===== src/sd_stat_pkg.sv =====
/*
 * constants for the data path and fifo status registers of the card host.
 * assumes byte addresses on the register port and a 20 MHz core clock.
 */
package sd_stat_pkg;

    // ****************************************************************
    // register map
    // ****************************************************************
    localparam logic [31:0] DATA_STATUS_OFF = 32'h5a00_0034;
    localparam logic [31:0] FIFO_STATUS_OFF = 32'h5a00_0038;
    localparam logic [31:0] REG_RESET       = 32'h0000_0000;

    // ****************************************************************
    // data path status fields
    // ****************************************************************
    localparam int NO_BUSY_BIT   = 11;
    localparam int READ_WAIT_BIT = 10;
    localparam int CARD_IRQ_BIT  = 9;
    localparam int WR_CRC_BIT    = 7;
    localparam int RD_CRC_BIT    = 6;
    localparam int TIMEOUT_BIT   = 5;
    localparam int FINISHED_BIT  = 4;
    localparam int BUSY_END_BIT  = 3;
    localparam int TX_ON_BIT     = 1;
    localparam int RX_ON_BIT     = 0;

    // ****************************************************************
    // fifo status fields
    // ****************************************************************
    localparam int FLUSH_BIT      = 16;
    localparam int ERR_CODE_LSB   = 14;
    localparam int TX_AVAIL_BIT   = 13;
    localparam int RX_AVAIL_BIT   = 12;
    localparam int TX_HALF_BIT    = 11;
    localparam int TX_EMPTY_BIT   = 10;
    localparam int RX_FINAL_BIT   = 9;
    localparam int RX_FULL_BIT    = 8;
    localparam int RX_HALF_BIT    = 7;
    localparam int COUNT_LSB      = 0;
    localparam logic [1:0] ERR_NONE      = 2'h0;
    localparam logic [1:0] ERR_FIFO      = 2'h1;
    localparam logic [1:0] ERR_LAST_XFER = 2'h2;

    // ****************************************************************
    // fifo geometry and levels
    // ****************************************************************
    localparam int FIFO_BYTES = 64;
    localparam int COUNT_W    = 7;
    localparam int HALF_BYTES = 32;

    // ****************************************************************
    // transfer direction codes
    // ****************************************************************
    localparam logic [1:0] DIR_NONE = 2'h0;
    localparam logic [1:0] DIR_BUSY = 2'h1;
    localparam logic [1:0] DIR_RX   = 2'h2;
    localparam logic [1:0] DIR_TX   = 2'h3;

    // ****************************************************************
    // busy window, counted in card clock rising edges
    // ****************************************************************
    localparam int         NO_BUSY_EDGES = 16;
    localparam int         EDGE_CNT_W    = 5;
endpackage


===== src/sd_host_data_fifo_status.sv =====
/*
 * data path status and fifo status registers of the card host.
 * assumes the data engine, on core_clk, reports events as one-cycle
 * pulses and progress as levels; card pins arrive asynchronously.
 */
// Design decision made here: strobed register access.
`timescale 1ns/10ps
`default_nettype none
module sd_host_data_fifo_status #(
    parameter int FIFO_BYTES = sd_stat_pkg::FIFO_BYTES,
    parameter int COUNT_W    = sd_stat_pkg::COUNT_W
) (
    // clock, reset, enable
    input  wire logic        core_clk,
    input  wire logic        rst_b,
    input  wire logic        ce,
    // register port
    input  wire logic [31:0] addr,
    input  wire logic [31:0] wr_data,
    input  wire logic        wr_en,
    input  wire logic        rd_en,
    output logic      [31:0] rd_data,
    // settings from the data control register
    input  wire logic [1:0]  transfer_direction,
    input  wire logic        dma_select,
    // data engine events and levels
    input  wire logic        cmd_sent,
    input  wire logic        read_wait_start,
    input  wire logic        crc_token_bad,
    input  wire logic        rx_crc_bad,
    input  wire logic        data_timeout,
    input  wire logic        data_count_zero,
    input  wire logic        rx_last_byte,
    input  wire logic        fifo_fail,
    input  wire logic        fifo_fail_last,
    input  wire logic        tx_active,
    input  wire logic        rx_active,
    // fifo byte movements
    input  wire logic        fifo_push,
    input  wire logic        fifo_pop,
    // card pins
    input  wire logic        card_clk,
    input  wire logic        card_dat0,
    input  wire logic        card_dat1,
    // outputs to the data path and dma
    output logic             read_wait_active,
    output logic             fifo_flush,
    output logic             dma_req
);

    // ****************************************************************
    // declarations
    // ****************************************************************
    typedef enum logic [1:0] {
        B_IDLE,
        B_WINDOW,
        B_BUSY
    } busy_state_e;

    localparam logic [COUNT_W-1:0] FULL_LVL = COUNT_W'(FIFO_BYTES);
    localparam logic [COUNT_W-1:0] HALF_LVL =
        COUNT_W'(sd_stat_pkg::HALF_BYTES);
    localparam logic [sd_stat_pkg::EDGE_CNT_W-1:0] LAST_EDGE =
        sd_stat_pkg::EDGE_CNT_W'(sd_stat_pkg::NO_BUSY_EDGES - 1);

    busy_state_e                      busy_state;
    logic [sd_stat_pkg::EDGE_CNT_W-1:0] edge_cnt;
    logic [2:0]                       pins_sync;
    logic                             clk_prev;
    logic                             dat1_prev;
    logic                             clk_rise;
    logic                             dat1_fall;
    logic                             busy_low;
    logic                             no_busy_set;
    logic                             busy_end_set;
    logic                             irq_set;

    logic                             no_busy_seen;
    logic                             card_irq_seen;
    logic                             write_crc_token_error;
    logic                             read_crc_error;
    logic                             data_timeout_flag;
    logic                             transfer_finished;
    logic                             busy_ended;
    logic                             rx_final_data;
    logic [1:0]                       fifo_error_code;

    logic                             wr_data_stat;
    logic                             wr_fifo_stat;
    logic [31:0]                      clr_data;
    logic [31:0]                      clr_fifo;
    logic [COUNT_W-1:0]               fifo_byte_count;
    logic                             tx_space_available;
    logic                             rx_data_available;
    logic                             tx_half_level;
    logic                             tx_fifo_empty;
    logic                             rx_fifo_full;
    logic                             rx_half_level;
    logic [31:0]                      data_path_status;
    logic [31:0]                      fifo_level_status;

    // ****************************************************************
    // card pins into the core clock domain
    // ****************************************************************
    sd_sync2 #(
        .WIDTH    (3)
    ) pin_sync (
        .core_clk (core_clk),
        .rst_b    (rst_b),
        .ce       (ce),
        .pin_in   ({card_dat1, card_dat0, card_clk}),
        .pin_sync (pins_sync)
    );

    // edge finders look at the synchronised level only
    always_ff @(posedge core_clk) begin
        if (!rst_b) begin
            clk_prev  <= 1'b1;
            dat1_prev <= 1'b1;
        end else if (ce) begin
            clk_prev  <= pins_sync[0];
            dat1_prev <= pins_sync[2];
        end
    end

    assign clk_rise  = pins_sync[0] && !clk_prev;
    assign dat1_fall = dat1_prev && !pins_sync[2];
    assign busy_low  = !pins_sync[1];

    // ****************************************************************
    // busy check after a command
    // ****************************************************************
    // the window counts card clock edges, so a slow card clock
    // stretches it; a stopped card clock holds the window open
    always_ff @(posedge core_clk) begin
        if (!rst_b) begin
            busy_state <= B_IDLE;
            edge_cnt   <= '0;
        end else if (ce) begin
            case (busy_state)
                B_IDLE: begin
                    edge_cnt <= '0;
                    if (cmd_sent &&
                        transfer_direction == sd_stat_pkg::DIR_BUSY) begin
                        busy_state <= B_WINDOW;
                    end
                end
                B_WINDOW: begin
                    if (busy_low) begin
                        busy_state <= B_BUSY;
                    end else if (clk_rise) begin
                        edge_cnt <= edge_cnt + 1'b1;
                        if (edge_cnt == LAST_EDGE) begin
                            busy_state <= B_IDLE;
                        end
                    end
                end
                B_BUSY: begin
                    if (!busy_low) begin
                        busy_state <= B_IDLE;
                    end
                end
                default: begin
                    busy_state <= B_IDLE;
                end
            endcase
        end
    end

    assign no_busy_set  = busy_state == B_WINDOW && !busy_low &&
                          clk_rise && edge_cnt == LAST_EDGE;
    assign busy_end_set = busy_state == B_BUSY && !busy_low;

    // interrupt shows as dat1 pulled low outside a data transfer
    assign irq_set = dat1_fall && !tx_active && !rx_active;

    // ****************************************************************
    // register decode
    // ****************************************************************
    assign wr_data_stat = wr_en && addr == sd_stat_pkg::DATA_STATUS_OFF;
    assign wr_fifo_stat = wr_en && addr == sd_stat_pkg::FIFO_STATUS_OFF;
    // zero bits clear nothing; other registers are never touched
    assign clr_data = wr_data_stat ? wr_data : '0;
    assign clr_fifo = wr_fifo_stat ? wr_data : '0;

    // ****************************************************************
    // sticky data path flags, set wins over clear
    // ****************************************************************
    always_ff @(posedge core_clk) begin
        if (!rst_b) begin
            no_busy_seen          <= 1'b0;
            card_irq_seen         <= 1'b0;
            write_crc_token_error <= 1'b0;
            read_crc_error        <= 1'b0;
            data_timeout_flag     <= 1'b0;
            transfer_finished     <= 1'b0;
            busy_ended            <= 1'b0;
        end else if (ce) begin
            no_busy_seen <= no_busy_set ||
                (no_busy_seen && !clr_data[sd_stat_pkg::NO_BUSY_BIT]);
            card_irq_seen <= irq_set ||
                (card_irq_seen &&
                 !clr_data[sd_stat_pkg::CARD_IRQ_BIT]);
            write_crc_token_error <= crc_token_bad ||
                (write_crc_token_error &&
                 !clr_data[sd_stat_pkg::WR_CRC_BIT]);
            read_crc_error <= rx_crc_bad ||
                (read_crc_error &&
                 !clr_data[sd_stat_pkg::RD_CRC_BIT]);
            data_timeout_flag <= data_timeout ||
                (data_timeout_flag &&
                 !clr_data[sd_stat_pkg::TIMEOUT_BIT]);
            transfer_finished <= data_count_zero ||
                (transfer_finished &&
                 !clr_data[sd_stat_pkg::FINISHED_BIT]);
            busy_ended <= busy_end_set ||
                (busy_ended && !clr_data[sd_stat_pkg::BUSY_END_BIT]);
        end
    end

    // ****************************************************************
    // read wait request
    // ****************************************************************
    // the flag is the request itself, so clearing it stops the request
    always_ff @(posedge core_clk) begin
        if (!rst_b) begin
            read_wait_active <= 1'b0;
        end else if (ce) begin
            read_wait_active <= read_wait_start ||
                (read_wait_active &&
                 !clr_data[sd_stat_pkg::READ_WAIT_BIT]);
        end
    end

    // ****************************************************************
    // fifo flush and error code
    // ****************************************************************
    // flush stands one cycle, so it reads back as zero afterwards
    always_ff @(posedge core_clk) begin
        if (!rst_b) begin
            fifo_flush <= 1'b0;
        end else if (ce) begin
            fifo_flush <= clr_fifo[sd_stat_pkg::FLUSH_BIT];
        end
    end

    // each code bit clears on its own one; a new failure wins
    always_ff @(posedge core_clk) begin
        if (!rst_b) begin
            fifo_error_code <= sd_stat_pkg::ERR_NONE;
        end else if (ce) begin
            if (fifo_fail_last) begin
                fifo_error_code <= sd_stat_pkg::ERR_LAST_XFER;
            end else if (fifo_fail) begin
                fifo_error_code <= sd_stat_pkg::ERR_FIFO;
            end else begin
                fifo_error_code <= fifo_error_code &
                    ~clr_fifo[sd_stat_pkg::ERR_CODE_LSB +: 2];
            end
        end
    end

    // software reads an oversized last byte, then clears and flushes
    always_ff @(posedge core_clk) begin
        if (!rst_b) begin
            rx_final_data <= 1'b0;
        end else if (ce) begin
            rx_final_data <= rx_last_byte ||
                (rx_final_data &&
                 !clr_fifo[sd_stat_pkg::RX_FINAL_BIT]);
        end
    end

    // ****************************************************************
    // fifo level and level flags
    // ****************************************************************
    sd_fifo_level #(
        .DEPTH    (FIFO_BYTES),
        .COUNT_W  (COUNT_W)
    ) level (
        .core_clk (core_clk),
        .rst_b    (rst_b),
        .ce       (ce),
        .push     (fifo_push),
        .pop      (fifo_pop),
        .flush    (fifo_flush),
        .count    (fifo_byte_count)
    );

    assign tx_space_available =
        transfer_direction == sd_stat_pkg::DIR_TX &&
        fifo_byte_count != FULL_LVL;
    assign rx_data_available =
        transfer_direction == sd_stat_pkg::DIR_RX &&
        fifo_byte_count != '0;
    assign tx_half_level = fifo_byte_count <= HALF_LVL;
    assign tx_fifo_empty = fifo_byte_count == '0;
    assign rx_fifo_full  = fifo_byte_count == FULL_LVL;
    assign rx_half_level = fifo_byte_count >= HALF_LVL;

    // dma is registered, one cycle behind the level
    always_ff @(posedge core_clk) begin
        if (!rst_b) begin
            dma_req <= 1'b0;
        end else if (ce) begin
            dma_req <= dma_select &&
                (tx_space_available || rx_data_available);
        end
    end

    // ****************************************************************
    // read back
    // ****************************************************************
    always_comb begin
        data_path_status = sd_stat_pkg::REG_RESET;
        data_path_status[sd_stat_pkg::NO_BUSY_BIT]   = no_busy_seen;
        data_path_status[sd_stat_pkg::READ_WAIT_BIT] = read_wait_active;
        data_path_status[sd_stat_pkg::CARD_IRQ_BIT]  = card_irq_seen;
        data_path_status[sd_stat_pkg::WR_CRC_BIT]  = write_crc_token_error;
        data_path_status[sd_stat_pkg::RD_CRC_BIT]    = read_crc_error;
        data_path_status[sd_stat_pkg::TIMEOUT_BIT]   = data_timeout_flag;
        data_path_status[sd_stat_pkg::FINISHED_BIT]  = transfer_finished;
        data_path_status[sd_stat_pkg::BUSY_END_BIT]  = busy_ended;
        data_path_status[sd_stat_pkg::TX_ON_BIT]     = tx_active;
        data_path_status[sd_stat_pkg::RX_ON_BIT]     = rx_active;
    end

    always_comb begin
        fifo_level_status = sd_stat_pkg::REG_RESET;
        fifo_level_status[sd_stat_pkg::FLUSH_BIT]     = fifo_flush;
        fifo_level_status[sd_stat_pkg::ERR_CODE_LSB +: 2] = fifo_error_code;
        fifo_level_status[sd_stat_pkg::TX_AVAIL_BIT]  = tx_space_available;
        fifo_level_status[sd_stat_pkg::RX_AVAIL_BIT]  = rx_data_available;
        fifo_level_status[sd_stat_pkg::TX_HALF_BIT]   = tx_half_level;
        fifo_level_status[sd_stat_pkg::TX_EMPTY_BIT]  = tx_fifo_empty;
        fifo_level_status[sd_stat_pkg::RX_FINAL_BIT]  = rx_final_data;
        fifo_level_status[sd_stat_pkg::RX_FULL_BIT]   = rx_fifo_full;
        fifo_level_status[sd_stat_pkg::RX_HALF_BIT]   = rx_half_level;
        fifo_level_status[sd_stat_pkg::COUNT_LSB +: COUNT_W] =
            fifo_byte_count;
    end

    // data stand only in the cycle after the strobe; unmapped reads zero
    always_ff @(posedge core_clk) begin
        if (!rst_b) begin
            rd_data <= sd_stat_pkg::REG_RESET;
        end else if (ce) begin
            if (!rd_en) begin
                rd_data <= '0;
            end else if (addr == sd_stat_pkg::DATA_STATUS_OFF) begin
                rd_data <= data_path_status;
            end else if (addr == sd_stat_pkg::FIFO_STATUS_OFF) begin
                rd_data <= fifo_level_status;
            end else begin
                rd_data <= '0;
            end
        end
    end
endmodule
`default_nettype wire


===== src/sd_sync2.sv =====
/*
 * two stage synchroniser for card pins, with clock enable.
 * assumes the inputs are asynchronous to core_clk.
 */
`timescale 1ns/10ps
`default_nettype none
module sd_sync2 #(
    parameter int WIDTH = 1
) (
    // clock and reset
    input  wire logic             core_clk,
    input  wire logic             rst_b,
    input  wire logic             ce,
    // pins in, clean levels out
    input  wire logic [WIDTH-1:0] pin_in,
    output logic      [WIDTH-1:0] pin_sync
);
    logic [WIDTH-1:0] meta;

    // first stage is read by the second stage only
    always_ff @(posedge core_clk) begin
        if (!rst_b) begin
            meta     <= '1;
            pin_sync <= '1;
        end else if (ce) begin
            meta     <= pin_in;
            pin_sync <= meta;
        end
    end
endmodule
`default_nettype wire


===== src/sd_fifo_level.sv =====
/*
 * byte level of the data fifo: counts pushes and pops, flush empties it.
 * assumes the data path never pushes when full nor pops when empty.
 */
`timescale 1ns/10ps
`default_nettype none
module sd_fifo_level #(
    parameter int DEPTH   = sd_stat_pkg::FIFO_BYTES,
    parameter int COUNT_W = sd_stat_pkg::COUNT_W
) (
    // clock and reset
    input  wire logic               core_clk,
    input  wire logic               rst_b,
    input  wire logic               ce,
    // byte movements
    input  wire logic               push,
    input  wire logic               pop,
    input  wire logic               flush,
    // level
    output logic      [COUNT_W-1:0] count
);
    localparam logic [COUNT_W-1:0] TOP = COUNT_W'(DEPTH);

    // flush wins over a byte moving in the same cycle
    always_ff @(posedge core_clk) begin
        if (!rst_b) begin
            count <= '0;
        end else if (ce) begin
            if (flush) begin
                count <= '0;
            end else if (push && !pop && count != TOP) begin
                count <= count + 1'b1;
            end else if (pop && !push && count != '0) begin
                count <= count - 1'b1;
            end
        end
    end
endmodule
`default_nettype wire


===== config.mk =====
export PLATFORM = sky130hd
export DESIGN_NAME = sd_host_data_fifo_status
export DESIGN_NICKNAME = d
export VERILOG_FILES = /design/src/sd_stat_pkg.sv /design/src/sd_host_data_fifo_status.sv /design/src/sd_sync2.sv /design/src/sd_fifo_level.sv
export SDC_FILE = /design/constraint.sdc
export NUM_CORES = 1
export LEC_CHECK = 0
export ABC_CLOCK_PERIOD_IN_PS = 3800
export BUFFER_PORTS_ARGS = -buffer_cell sky130_fd_sc_hd__buf_2
export CORE_UTILIZATION = 49
export CTS_BUF_LIST = sky130_fd_sc_hd__clkbuf_8
export DETAILED_ROUTE_END_ITERATION = 7
export MAX_ROUTING_LAYER = met4
export PLACE_DENSITY_LB_ADDON = 0.15
export SLEW_MARGIN = 0
export SYNTH_ARGS = -nofsm -noshare
export SYNTH_HDL_FRONTEND = slang
export SYNTH_SLANG_ARGS = --single-unit

===== constraint.sdc =====
create_clock -name core_clk -period 3.8 [get_ports core_clk]
set_clock_uncertainty 0.15 [all_clocks]
set_input_delay 0.19 -clock core_clk [delete_from_list [all_inputs] [get_ports core_clk]]
set_output_delay 0.19 -clock core_clk [all_outputs]
set_load 0.01 [all_outputs]

* Word level (Yosys, flattened, before mapping)
Index checks and enable logic that the tools add are counted.
** Storage, ports and cells
- Register bits :: 67
- Bits of input ports :: 88
- Output and inout port bits :: 35
- Logic and storage cells :: 122
** Cells by class
- Add/subtract/negate cells :: 3
- $lt $le $gt $ge :: 2
- Eq/ne operators :: 16
- Muxes and demuxes :: 19
- Bitwise gates (word level) :: 2
- Reductions and logical operators :: 60
** Operators with widths (count)
- $mux 17 :: 4
- $eq 32x31->1 const B :: 2
- $logic_and 1x1->1 :: 27
- $mux 7 :: 3
- $logic_not 1->1 :: 15
- $mux 2 :: 7
- $mux 12 :: 1
- $logic_or 1x1->1 :: 10
- $mux 5 :: 2
- $pmux 5 s2 :: 1
- $add 7x1->7 const B :: 1
- $eq 7x7->1 const B :: 1
- $ge 7x6->1 const B :: 1
- $le 7x6->1 const B :: 1
- $logic_not 7->1 :: 1
- $ne 7x7->1 const B :: 1
- $reduce_bool 7->1 :: 1
- $sub 7x1->7 const B :: 1
- $eq 2x2->1 const B :: 3
- $ne 3x3->1 const B :: 2
- $pmux 2 s3 :: 1
- $add 5x1->5 const B :: 1
- $eq 5x4->1 const B :: 1
- $reduce_and 5->1 :: 1
- 10 further kinds :: 13

* Depth between registers and ports, before layout
- Depth in word-level cells :: 7
- Gate-level depth with buffers :: 11

* By module
A second synthesis with hierarchy kept.
** Second synthesis, totals
- Cell total of the unflattened synthesis :: 334
- Area, all modules :: 2819.0 sq um
** Modules (own cells, without submodules)
- sd_host_data_fifo_status :: times used 1, cells an instance 250, area each 2048.2 sq um, sequential area each 780.7 sq um
- sd_fifo_level :: times used 1, cells an instance 65, area each 556.8 sq um, sequential area each 140.1 sq um
- sd_sync2 :: times used 1, cells an instance 19, area each 214.0 sq um, sequential area each 120.1 sq um

* Worst setup path after synthesis
OpenSTA, ideal clock, no wires.
- Path type :: register to register
- From :: reg level.count[3]
- To :: reg level.count[6]
- Library setup time :: 0.076 ns
- Arrival time :: 2.472 ns
- Data required time :: 3.574 ns
- Setup slack :: 1.102 ns
- Stages on the path, launching flop included :: 12
- Path buffers :: 0
- Clock period less this slack :: 2.698 ns
- Cell sequence :: dfxtp_1 > or4_4 > nor3_4 > nand2_1 > nand2_1 > inv_1 > fa_1 > nor2b_1 > o31a_1 > o22ai_1 > xor2_1 > o22ai_1
** Between the ends
- Cells in the longest elaborated chain, start to end :: 4
- Elaborated cells on any way between the ends :: 11
** Ends and longest elaborated chain
- start: declaration :: line sd_fifo_level.sv:20 : output logic [COUNT_W-1:0] count
- start signal: assignment :: line sd_fifo_level.sv:32 : count <= count + 1'b1;
- start signal: assignment :: line sd_fifo_level.sv:34 : count <= count - 1'b1;
- $sub 7x1->7, or another cell as far along :: line sd_fifo_level.sv:34
- $mux 7, or another cell as far along :: line sd_fifo_level.sv:33 : end else if (pop && !push && count != '0) begin
- $mux 7 / $reduce_bool 3->1 (equally long branches)
- $mux 7 / $reduce_and 2->1 (equally long branches)
Several ways; a longest one is shown, not always the timed one. The select of a mux whose other input is x is not followed.
A chain may end at the register's enable or synchronous reset.

* Worst setup path in the final report
Same ends and word-level chain as after synthesis.

==> flow_summary.yaml <==
detailed_routing:
  drt_iter0_drc: 125
  drt_pre_antenna_iters: 4
  drc: 0
  vias: 2666
  wl_um: 6923
  via_per_inst: 5.430
  ant_nets: 0
  wire_per_inst_um: 14.10
cts:
  cts_tree: "yes"
  cts_setup_buffers: 0
  cts_buffers: 5
  clock_path_buffers: 2
  cts.sinks: 52
  htree_levels: 2
  cts.repair.resized: 0
  clk_pin_slew_ns: 0.10
  cts-root-buf: "clkbuf_8"
  holdBufCountCts: 13
  clock_latency_ns: 0.30
synth:
  synth_area_leaders: "dfxtp_1, mux2i_1, nand2_1"
  ys_seq_elements: 52
  synth_cells: 329
  postSynth.asyncResetShare: 0
  synth_edf_count: 0
  ys.flop_type: "dfxtp_1"
  synth_area_leader_cell: "dfxtp_1"
  yosysMostFrequentCell: "dfxtp_1"
  seq_area_frac_synth: 0.3694
  synth_top_area_frac: 0.3694
  synth.distinct_cells: 56
  syn_area_per_cell_um2: 8.564
  synth_common_cells: "dfxtp_1, nand2_1, nor2_1, a21oi_1, nand3_1"
  synth_warnings: 0
  synth_area_um2: 2818
final_layout:
  diodes: 0
  drive_gt1_frac: 0.2578
  instances_no_fill: 491
  nets: 515
  areaGrowthSynthToFinish_pct: 22.56
worst_setup_path:
  cp-startpoint: "level.count[3]"
  crit_chain: "or4_4 -> nor3_4 -> nand2_1 -> nand2_1 -> inv_1 -> fa_1 -> nor2b_1 -> o31a_1 -> o22ai_1 -> xor2_1 -> o22ai_1"
  worstPathRequired_ns: 3.88
  crit_fanout: 7
  startpoint_type: "flop"
  critPathKind: "flop to flop"
  endpoint_kind: "flop"
  r2r-start: "level.count[3]"
  crit_arrival_ns: 3.14
  critPathSlowestCell: "or4_4"
  slowest_delay_ns: 0.58
timing:
  fin_crit_sh: 0.8032
  finalHoldViolCount: 0
  finalSetupTns_ns: 0
  period_needed_ns: 3.052
  max_freq_mhz: 327.6
  layout_setup_ws_ns: 0.7480
  slew_viol_final: 0
  max_slew.worst_pin.slew_ns: 0.9184
  rsz0062_at_grt: "no"
  setup_viol: 0
  slew_headroom: 0.3870
die:
  dieArea_um2: 6058
  die_w_um: 77.83
  core_um2: 5540
  pin_count: 123
  die_h_um: 77.83
  rows: 27
  start_util: 0.5086
outcome:
  status: "complete, no violations"
hold_path:
  hold_class: "primary input to flop"
  worstHoldStart: "transfer_direction[0]"
job:
  max-cap-violations: 0
pwr:
  power_frac_seq: 0.465
  internal-power_uw: 910.9
  power.share.clock: 0.288
  ir_worst_vdd_uv: 256.0
  p_per_area_nw_per_um2: 375.6
  sw_frac_of_total: 0.2976
  switchingPower_uw: 386.0
  leakagePower_nw: 1.542
  comb_power_share: 0.247
global_route:
  grt_pass1_wl_um: 11340
  antenna_found_initial: 0
  grt_max_degree: 35
  grt_use_total: 0.2434
  grt_pass1_vias: 2509
  overflow: 0
placement:
  place.gp.congestion: 0.7894
  hpwl_um: 5000
  io_buffers: 86
  dp.cells: 470
  dp_slack_ns: 0.7567
[per-stage QoR]
step	hold WS (ns)	util	area, um^2	power [mW]
after floorplan	0.1377	-	2870	0.8445
after global placement	0.2394	0.5804	3216	0.9140
after detailed placement	0.2428	0.5804	3216	0.9214
after CTS	0.002869	0.6233	3453	1.305
after global routing	0.004539	0.6233	3453	1.373
final	0.01354	0.6233	3453	1.297
[kinds of logic (layout without fill, tap and decap cells)]
logic type / Yosys count / after routing / share of synthesized area
and+or+nand+nor: 128 / 128 / 0.2509
AOI/OAI and AO/OA: 76 / 76 / 0.1838
DFF: 52 / 52 / 0.3694
buffers and inverters: 41 / 117 / 0.07682
muxes: 15 / 15 / 0.05328
adders and majority gates: 9 / 9 / 0.04263
xor gates and xnor gates: 7 / 7 / 0.02176
other: 1 / 15 / 0.001331
[flip-flops by register name (all words and copies together), names as in the netlist]
register	cells
card_irq_seen	1
fifo_error_code	2
dma_req	1
clk_prev	1
level.count	7
write_crc_token_error	1
fifo_flush	1
read_crc_error	1
pin_sync.pin_sync	3
busy_state	2
read_wait_active	1
transfer_finished	1
pin_sync.meta	3
rx_final_data	1
busy_ended	1
edge_cnt	5
rd_data	17
no_busy_seen	1
dat1_prev	1
data_timeout_flag	1
[cells in the final DEF (no fill, tap or decap), drive strengths merged, types with 10 or more instances in the layout]
| cell | instances |
|---|---|
| buf | 87 |
| dfxtp | 52 |
| nand2 | 34 |
| nor2 | 31 |
| a21oi | 19 |
| nand3 | 18 |
| o21ai | 15 |
| mux2i | 15 |
| conb | 15 |
| dlygate4sd3 | 13 |
| inv | 10 |
| a22oi | 10 |
[power groups by stage]
stage | combinational (mW) | sequential, mW | clock, mW
2_1_floorplan | 0.244 | 0.601 | 0
3_3_place_gp | 0.299 | 0.615 | 0
3_5_place_dp | 0.306 | 0.616 | 0
4_1_cts | 0.320 | 0.603 | 0.382
5_1_grt | 0.361 | 0.608 | 0.404
6_report | 0.321 | 0.603 | 0.373
[final timing paths]
kind	slack (ns)	to	depth (start not counted)
min	0.01	rd_data[12]	2
max	0.75	level.count[6]	11
max reg2reg	0.75	level.count[6]	11
min reg2reg	0.33	pin_sync.meta[0]	2
[critical path, delay by kind of cell, from the launching register on]
kind                       cells  cell delay, ns
xor gates and xnor gates       1            0.17
buffers and inverters          1            0.09
adders and majority gates      1            0.40
AOI/OAI and AO/OA              3            0.44
and+or+nand+nor                5            1.38
DFF                            1            0.36
[final cells by class]
type	count	area, um^2
fill	502	2087
clock buffer	5	68.82
inverter	9	33.78
tap	72	90.09
multi-input combinational	250	1613
clock inverter	3	38.79
timing repair buffer	100	568.0
sequential	52	1041
[routing by layer]
metal,global-route usage,up-vias,wire (um)
met5,-,-,0
met4,0.08113,0,116
met3,0.04353,11,427
met2,0.4274,100,3364
met1,0.2782,1220,3014
li1,-,1335,-
Power figures use the tool's default switching activity.
